===== src/core/spoe_cfg.svh =====
// Constants for the serial-to-parallel output expander
`ifndef SPOE_CFG_SVH
`define SPOE_CFG_SVH
`define SPOE_WIDTH 12
`define SPOE_RST_BIT 1'b0
`define SPOE_RST_WORD 12'h000
`define SPOE_CLK_HALF 5'h0a
`define SPOE_STB_HOLD 5'h04
`define SPOE_IDLE_LOW 1'b0
`define SPOE_IDLE_HIGH 1'b1
`endif


===== src/core/spoe_pkg.sv =====
// Types for the serial-to-parallel output expander
`include "spoe_cfg.svh"
package spoe_pkg;
  typedef logic [`SPOE_WIDTH-1:0] spoe_word_t;
  typedef enum logic [2:0] {
    SPOE_IDLE = 3'h0,
    SPOE_LOW = 3'h1,
    SPOE_HIGH = 3'h3,
    SPOE_STB = 3'h2,
    SPOE_DONE = 3'h6
  } spoe_state_e;
endpackage : spoe_pkg


===== src/core/spoe_link_if.sv =====
// Four-wire link between host and expander, plus the chain output
`timescale 1ns/10ps
interface spoe_link_if;
  logic sdata;
  logic sclk;
  logic latch_strobe_n;
  logic output_clear_n;
  logic sout;
  modport dev (input sdata, input sclk, input latch_strobe_n, input output_clear_n,
    output sout);
  modport host (output sdata, output sclk, output latch_strobe_n, output output_clear_n,
    input sout);
endinterface : spoe_link_if


===== src/core/spoe_dev.sv =====
// Expander end: shift register, output latch, chain output
`timescale 1ns/10ps
`include "spoe_cfg.svh"
module spoe_dev (
  // System
  input wire logic REF_CLK,
  input wire logic RST_B,
  // Link
  spoe_link_if.dev LINK,
  // Parallel side
  output spoe_pkg::spoe_word_t PARALLEL_OUTPUTS
);

  // Two-stage synchronisers for the four link inputs, plus the clock history
  logic sclk_meta_ff;
  logic sclk_sync_ff;
  logic sclk_prev_ff;
  logic sdata_meta_ff;
  logic sdata_sync_ff;
  logic stb_meta_ff;
  logic stb_sync_ff;
  logic clr_meta_ff;
  logic clr_sync_ff;

  // Core storage
  spoe_pkg::spoe_word_t shift_ff;
  spoe_pkg::spoe_word_t latch_ff;
  logic sout_ff;

  // Decoded conditions and next values
  wire sclk_rise;
  wire stb_low;
  wire clr_low;
  wire follow_reg;
  spoe_pkg::spoe_word_t nxt_shift;
  spoe_pkg::spoe_word_t nxt_latch;
  logic nxt_sout;

  // Move every stage one step toward the end, new bit into stage one
  function automatic spoe_pkg::spoe_word_t shift_one(
    input spoe_pkg::spoe_word_t cur,
    input logic din
  );
    shift_one = {cur[`SPOE_WIDTH-2:0], din};
  endfunction : shift_one

  // True when a synchronised level went from low to high
  function automatic logic rose_between(
    input logic prev,
    input logic cur
  );
    rose_between = cur & ~prev;
  endfunction : rose_between

  // Clear wins over strobe; without either the latch holds
  function automatic spoe_pkg::spoe_word_t latch_next(
    input logic clr_on,
    input logic follow,
    input spoe_pkg::spoe_word_t reg_word,
    input spoe_pkg::spoe_word_t held
  );
    latch_next = held;
    if (follow) begin
      latch_next = reg_word;
    end
    if (clr_on) begin
      latch_next = `SPOE_RST_WORD;
    end
  endfunction : latch_next

  // Edge detect reads only the second and third stages
  assign sclk_rise = rose_between(sclk_prev_ff, sclk_sync_ff);
  assign stb_low = ~stb_sync_ff;
  assign clr_low = ~clr_sync_ff;

  // Strobe low makes the latch transparent unless clear is active
  assign follow_reg = stb_low & ~clr_low;

  // Bit 0 is stage one; first bit in reaches bit 11 after twelve clocks
  assign nxt_shift = sclk_rise ? shift_one(shift_ff, sdata_sync_ff) : shift_ff;
  assign nxt_latch = latch_next(clr_low, follow_reg, nxt_shift, latch_ff);
  assign nxt_sout = nxt_shift[`SPOE_WIDTH-1];

  // Outputs come straight from flip-flops
  assign LINK.sout = sout_ff;
  assign PARALLEL_OUTPUTS = latch_ff;

  // Shift clock, first stage
  always_ff @(posedge REF_CLK or negedge RST_B) begin
    if (!RST_B) begin
      sclk_meta_ff <= `SPOE_IDLE_LOW;
    end else begin
      sclk_meta_ff <= LINK.sclk;
    end
  end

  // Shift clock, second stage
  always_ff @(posedge REF_CLK or negedge RST_B) begin
    if (!RST_B) begin
      sclk_sync_ff <= `SPOE_IDLE_LOW;
    end else begin
      sclk_sync_ff <= sclk_meta_ff;
    end
  end

  // Shift clock, previous synchronised level
  always_ff @(posedge REF_CLK or negedge RST_B) begin
    if (!RST_B) begin
      sclk_prev_ff <= `SPOE_IDLE_LOW;
    end else begin
      sclk_prev_ff <= sclk_sync_ff;
    end
  end

  // Serial data, first stage
  always_ff @(posedge REF_CLK or negedge RST_B) begin
    if (!RST_B) begin
      sdata_meta_ff <= `SPOE_IDLE_LOW;
    end else begin
      sdata_meta_ff <= LINK.sdata;
    end
  end

  // Serial data, second stage
  always_ff @(posedge REF_CLK or negedge RST_B) begin
    if (!RST_B) begin
      sdata_sync_ff <= `SPOE_IDLE_LOW;
    end else begin
      sdata_sync_ff <= sdata_meta_ff;
    end
  end

  // Strobe, first stage; idles high so reset gives no false load
  always_ff @(posedge REF_CLK or negedge RST_B) begin
    if (!RST_B) begin
      stb_meta_ff <= `SPOE_IDLE_HIGH;
    end else begin
      stb_meta_ff <= LINK.latch_strobe_n;
    end
  end

  // Strobe, second stage
  always_ff @(posedge REF_CLK or negedge RST_B) begin
    if (!RST_B) begin
      stb_sync_ff <= `SPOE_IDLE_HIGH;
    end else begin
      stb_sync_ff <= stb_meta_ff;
    end
  end

  // Clear, first stage; idles high so reset gives no false clear
  always_ff @(posedge REF_CLK or negedge RST_B) begin
    if (!RST_B) begin
      clr_meta_ff <= `SPOE_IDLE_HIGH;
    end else begin
      clr_meta_ff <= LINK.output_clear_n;
    end
  end

  // Clear, second stage
  always_ff @(posedge REF_CLK or negedge RST_B) begin
    if (!RST_B) begin
      clr_sync_ff <= `SPOE_IDLE_HIGH;
    end else begin
      clr_sync_ff <= clr_meta_ff;
    end
  end

  // Shift register has no clear term at all
  always_ff @(posedge REF_CLK or negedge RST_B) begin
    if (!RST_B) begin
      shift_ff <= `SPOE_RST_WORD;
    end else begin
      shift_ff <= nxt_shift;
    end
  end

  // Output latch
  always_ff @(posedge REF_CLK or negedge RST_B) begin
    if (!RST_B) begin
      latch_ff <= `SPOE_RST_WORD;
    end else begin
      latch_ff <= nxt_latch;
    end
  end

  // Chain output, updated on the same edge as the shift
  always_ff @(posedge REF_CLK or negedge RST_B) begin
    if (!RST_B) begin
      sout_ff <= `SPOE_RST_BIT;
    end else begin
      sout_ff <= nxt_sout;
    end
  end
endmodule : spoe_dev


===== src/flat_wrapper.sv =====
// flat-port wrapper written by rule: the top's interface ports become plain ports
module spoe_dev_flat 
  (REF_CLK, RST_B, PARALLEL_OUTPUTS, LINK_sdata, LINK_sclk, LINK_latch_strobe_n, LINK_output_clear_n, LINK_sout);
  spoe_link_if LINK_i ();
  input wire logic REF_CLK;
  input wire logic RST_B;
  output spoe_pkg::spoe_word_t PARALLEL_OUTPUTS;
  input wire logic [$bits(LINK_i.sdata)-1:0] LINK_sdata;
  input wire logic [$bits(LINK_i.sclk)-1:0] LINK_sclk;
  input wire logic [$bits(LINK_i.latch_strobe_n)-1:0] LINK_latch_strobe_n;
  input wire logic [$bits(LINK_i.output_clear_n)-1:0] LINK_output_clear_n;
  output wire logic [$bits(LINK_i.sout)-1:0] LINK_sout;
  assign LINK_i.sdata = LINK_sdata;
  assign LINK_i.sclk = LINK_sclk;
  assign LINK_i.latch_strobe_n = LINK_latch_strobe_n;
  assign LINK_i.output_clear_n = LINK_output_clear_n;
  assign LINK_sout = LINK_i.sout;
  spoe_dev u_core (.REF_CLK(REF_CLK), .RST_B(RST_B), .LINK(LINK_i), .PARALLEL_OUTPUTS(PARALLEL_OUTPUTS));
endmodule

===== config.mk =====
export PLATFORM = sky130hd
export DESIGN_NAME = spoe_dev_flat
export DESIGN_NICKNAME = d
export VERILOG_FILES = /design/src/core/spoe_pkg.sv /design/src/core/spoe_link_if.sv /design/src/core/spoe_dev.sv /design/src/flat_wrapper.sv
export VERILOG_INCLUDE_DIRS = /design/src /design/src/core
export SDC_FILE = /design/constraint.sdc
export NUM_CORES = 1
export LEC_CHECK = 0
export BUFFER_PORTS_ARGS = -buffer_cell sky130_fd_sc_hd__buf_2
export CORE_MARGIN = 5
export CORE_UTILIZATION = 53
export DETAILED_ROUTE_END_ITERATION = 8
export MAX_ROUTING_LAYER = met4
export PLACE_DENSITY = 0.81
export RECOVER_POWER = 100
export SYNTH_ARGS = -nofsm -noshare
export SYNTH_HDL_FRONTEND = slang
export SYNTH_SLANG_ARGS = --single-unit
export TNS_END_PERCENT = 10

===== constraint.sdc =====
create_clock -name REF_CLK -period 3.55 [get_ports REF_CLK]
set_input_delay 0.1775 -clock REF_CLK [delete_from_list [all_inputs] [get_ports REF_CLK]]
set_output_delay 0.1775 -clock REF_CLK [all_outputs]
set_load 0.05 [all_outputs]

# Word-level counts from Yosys, hierarchy flattened

Index checks and enable logic that the tools add are counted.

Flip-flop bits (word level): 34
Bits of input ports: 6
Output and inout bits: 13
Word-level logic and storage cells: 20

Equal/unequal tests: 1
Multiplexer cells: 3
Bitwise gates (word level): 4

Operators with widths:

| kind                                         | number |
|---|---|
| 12-bit two-way mux                           | 3 |
| 1-bit AND                                    | 2 |
| 2-bit inequality test, second input constant | 1 |
| 1-bit NOT                                    | 2 |

# Logic depth before layout (Yosys ltp)

Depth in word-level cells: 5
Gate-level depth with buffers: 4
Gate-level depth less buffers: 3

# Least setup slack after synthesis

No wires, ideal clock.

Path type: register to register
From: reg u_core.sclk_prev_ff
To: reg u_core.latch_ff[0], in the netlist u_core.PARALLEL_OUTPUTS[0]
Setup time: 0.119 ns
Arrival time: 1.133 ns
Data required time: 3.431 ns
Path slack: 2.298 ns
Stages on the path, launching flop included: 5
Buffers on the path: 1
Clock period less this slack: 1.252 ns
Path through: dfrtp_1 > nor2b_4 > buf_12 > mux2_4 > o21ba_1

Cells in the longest elaborated chain, start to end: 5

RTL lines:

| element                 | RTL line        | RTL |
|---|---|---|
| from (decl)             | spoe_dev.sv:17  | `logic sclk_prev_ff;` |
| from (signal assigned)  | spoe_dev.sv:109 | `` sclk_prev_ff <= `SPOE_IDLE_LOW; `` |
| from (signal assigned)  | spoe_dev.sv:111 | `sclk_prev_ff <= sclk_sync_ff;` |
| 1-bit NOT               | spoe_dev.sv:52  | `rose_between = cur & ~prev;` |
| 1-bit AND               | spoe_dev.sv:52  |  |
| 12-bit two-way mux      | spoe_dev.sv:80  | `assign nxt_shift = sclk_rise ? shift_one(shift_ff, sdata_sync_ff) : shift_ff;` |
| via u_core.nxt_shift[0] | spoe_dev.sv:35  | `spoe_pkg::spoe_word_t nxt_shift;` |
| 12-bit two-way mux      | spoe_dev.sv:63  | `if (follow) begin` |
| 12-bit two-way mux      | spoe_dev.sv:66  | `if (clr_on) begin` |
| to (signal assigned)    | spoe_dev.sv:181 | `` latch_ff <= `SPOE_RST_WORD; `` |
| to (signal assigned)    | spoe_dev.sv:183 | `latch_ff <= nxt_latch;` |
| to (decl)               | spoe_dev.sv:27  | `spoe_pkg::spoe_word_t latch_ff;` |

The timed path passes the listed nets, and every way through them passes these cells. The select of a mux whose other input is x is not followed.
A chain may end at the register's enable or synchronous reset.

# Final worst setup path

From: reg u_core.sclk_prev_ff
To: reg u_core.latch_ff[11], in the netlist u_core.PARALLEL_OUTPUTS[11]

Same word-level chain as after synthesis.

==> key figures <==
Detailed routing
  • DR iter-0 viols: 23
  • Via count: 662
  • Antenna Nets Post-Route: 0
  • Vias per cell: roughly 5.1
  • Final WL: 2.05 mm
  • Routed WL per cell: approximately 16 µm
  • Residual DRC: 0
  • TritonRoute pass-1 iters: 4

Yosys
  • Leading post-synthesis cells by cell area: dfrtp_1 (59%), mux2_4 (12%), dfstp_2 (8.5%), o21ba_1 (8.1%), o21ai_0 (4.9%)
  • Yosys reg bits: 33
  • Synthesized Nets: between 80 and 90
  • Synth Cell Area: about 1200 µm²
  • XOR/XNOR Fraction of Synth Area: 0
  • Synth Instances: between 70 and 80
  • Post-synthesis mux area share: 0.140
  • Synthesized area per cell: between 15 and 20 µm²
  • Library cells used by synthesis: 12
  • Complex-gate fraction of the synthesized area: 0.146
  • Adder-Cell Fraction of Synth Area: 0
  • Largest family of logic cells by synthesized area: compound AO/OA/AOI/OAI gates
  • Warnings, synthesis: 0
  • Synth area leader: dfrtp_1
  • Share of Yosys cell area claimed by the top area cell type: 0.588
  • Simple-gate portion of the synthesized area: 0.0112
  • Seq/Total Area, Yosys: 0.673

Setup path
  • Critical Path Max Stage Delay: 0.74 ns
  • Reg-to-reg endpoint: u_core.PARALLEL_OUTPUTS[11]$_DFFE_PN0P_
  • CP arrival: between 2 and 2.5 ns
  • CP Capture Type: flip-flop
  • Reg2reg setup slack: between 1.5 and 2 ns
  • Worst setup SP type: flip-flop
  • CP endpoint: u_core.PARALLEL_OUTPUTS[11]$_DFFE_PN0P_
  • Crit path kind: flip-flop to flip-flop
  • Critical path's slowest cell: nor2b_1
  • Crit-path cells: nor2b_1, mux2_1, o21ba_2
  • R2R Path Start: u_core.sclk_prev_ff$_DFF_PN0_
  • Crit. Startpoint: u_core.sclk_prev_ff$_DFF_PN0_
  • Worst Path Required: 3.77 ns
  • Max FO, Critical Path: 12
  • Worst r2r path cells: 3

Die
  • Die Ht: 58.2 µm
  • Total die area: between 3000 and 4000 µm²
  • Die X: slightly below 60 µm
  • Row cnt: 17
  • Starting density of the core: 0.558
  • Ports: 19
  • Core area: approximately 2200 µm²

Finish
  • Util after Layout: 0.620
  • Fraction of layout cells with a size suffix above 1: 0.147
  • Fin cells: between 100 and 150
  • Final Net Count: roughly 110
  • P&R area growth vs syn: 11.2%
  • ANT cells: 0

Timing
  • Final setup viols: 0
  • Slew Limit Fails: 34
  • Clock Skew: between 0.008 and 0.009 ns
  • Tightest Pin Transition: around 1.7 ns
  • Fin crit period: between 1.5 and 2 ns
  • Final hold vios: 0
  • RSZ-0062 raised after global routing: false
  • Peak Freq: between 0.5 and 0.6 GHz
  • Worst slew margin: -0.127
  • Setup TNS: 0 ns
  • Final WS setup: 1.72 ns
  • Tcrit/Tclk final: 0.517

Placed design
  • Hpwl dp: 1.24 mm
  • Pre-CTS setup slack: 2.07 ns
  • # port buffers: 18
  • GPL Wtd Cong: between 0.6 and 0.7
  • Placed cells: roughly 120

Global routing
  • Largest net degree at the start of global routing: 34
  • Remaining Overflow, GRT: 0
  • Met1 Usage GRT: 0.198
  • Vias in the first global route: ~740
  • GRT met3 Usage: 0.0735
  • GRT Max-Usage Layer: met2
  • Global-route wire length before repair: 3.61 mm
  • Initial antenna violation count: 0
  • GRT met2 Usage: 0.202
  • Tot GR Track Use: 0.153

Pwr
  • Psw: between 300 and 400 µW
  • Gate power share: 0.228
  • VDD IR max: about 0.44 mV
  • Leakage power: between 0.6 and 0.7 nW
  • Pwr dens: 672 nW/µm²
  • Internal cell power: around 620 µW
  • Sequential share of power: 0.541
  • Clk network pwr share: 0.231
  • Total power: slightly above 900 µW
  • Sw frac: 0.327

Clocking
  • Max clock buf depth: 2
  • Clk sinks: 33
  • Worst skew pair latency: ~0.33 ns
  • Total CTS buffers: 5
  • H-tree depth: 2
  • Clk slew on worst S/H paths: ~0.10 ns
  • Post-CTS sizing: 0
  • CTS tree: done
  • CTS Root Buffer Type: clkbuf_4

Worst hold path
  • HP Class: flip-flop to flip-flop

Outcome
  • Failing checks: max-capacitance violations, max-slew violations
  • Outcome: finished, violations left

Run
  • Total of max-cap violations: 1
-- area by class of cell --
cell class / instances / area, µm²
clock buffers: 8 / 58.8
fillers: 205 / 841
inverters: 1 / 3.75
multi-input cells: 37 / 322
flip-flops and latches: 33 / 831
well taps: 28 / 35.0
repair buffers: 23 / 121
-- layer usage --
metal,up-vias,part of all wire
li1,309,-
met1,318,0.43
met2,29,0.46
met3,6,0.086
met4,0,0.023
met5,-,0
-- cell usage after synthesis --
library cell,count
dfrtp_1,29
o21ai_0,12
mux2_4,10
o21ba_1,10
dfstp_2,4
clkbuf_1,2
mux2_2,2
o21ba_2,2
buf_12,1
clkbuf_2,1
inv_1,1
nor2b_4,1
-- placed cells by master, fill, tap and decap left out --
cell type      Yosys  layout
buf_2              0       3
clkbuf_1           2      17
clkbuf_4           0       5
clkbuf_8           0       1
dfrtp_1           29      29
dfstp_2            4       4
dlygate4sd3_1      0       5
inv_1              1       1
mux2_1             0      12
nor2b_1            0       1
o21ai_0           12      12
o21ba_1           10      10
o21ba_2            2       2
-- cell families after synthesis --
kind of cell	Yosys count
flops	33
compound gates	24
mux	12
buf+inv	5
simple gates	1
-- state kept, by name, summed over array words and instances, names as in the netlist --
signal / flops
u_core.sdata_sync_ff: 1
u_core.stb_sync_ff: 1
u_core.clr_sync_ff: 1
u_core.sclk_sync_ff: 1
u_core.stb_meta_ff: 1
u_core.PARALLEL_OUTPUTS: 12
u_core.sdata_meta_ff: 1
u_core.shift_ff: 12
u_core.clr_meta_ff: 1
u_core.sclk_prev_ff: 1
u_core.sclk_meta_ff: 1
-- power by group through the flow --
stage / Sequential (mW) / Clock [mW] / Combinational [mW]
2_1_floorplan: 0.580 / 0 / 0.125
3_3_place_gp: 0.509 / 0 / 0.248
3_5_place_dp: 0.511 / 0 / 0.254
4_1_cts: 0.504 / 0.220 / 0.263
5_1_grt: 0.510 / 0.242 / 0.226
6_report: 0.499 / 0.213 / 0.210
-- critical path, delay by kind of cell, from the launching register on --
kind / cells / cell delay (ns)
AOI/OAI and AO/OA: 1 / 0.20
muxes: 1 / 0.41
and+or+nand+nor: 1 / 0.74
DFF: 1 / 0.37
-- worst min path at each step --
stage	start	to	slack [ns]	cells past startpoint
after global placement	RST_B	u_core.PARALLEL_OUTPUTS[2]$_DFFE_PN0P_	0.25	1
after global routing	u_core.sdata_meta_ff$_DFF_PN0_	u_core.sdata_sync_ff$_DFF_PN0_	0.37	0
after CTS	u_core.sdata_meta_ff$_DFF_PN0_	u_core.sdata_sync_ff$_DFF_PN0_	0.36	0
final	u_core.sdata_meta_ff$_DFF_PN0_	u_core.sdata_sync_ff$_DFF_PN0_	0.35	0
after floorplan	RST_B	u_core.PARALLEL_OUTPUTS[0]$_DFFE_PN0P_	-0.12	0
after detailed placement	RST_B	u_core.PARALLEL_OUTPUTS[3]$_DFFE_PN0P_	0.27	1
-- per-stage QoR --
| stage | hold slack, ns | instance area (µm²) |
|---|---|---|
| after floorplan | -0.118 | 1230 |
| after global placement | 0.252 | 1330 |
| after detailed placement | 0.268 | 1330 |
| after CTS | 0.355 | 1440 |
| after global routing | 0.369 | 1370 |
| final | 0.354 | 1370 |
-- repair_timing --
| action | 4_1_cts | 5_1_grt |
|---|---|---|
| buffers inserted | 0 | 0 |
| hold endpoints to repair | 33 | 0 |
| hold buffers | 5 | 0 |
(Power assumes the default switching activity.)
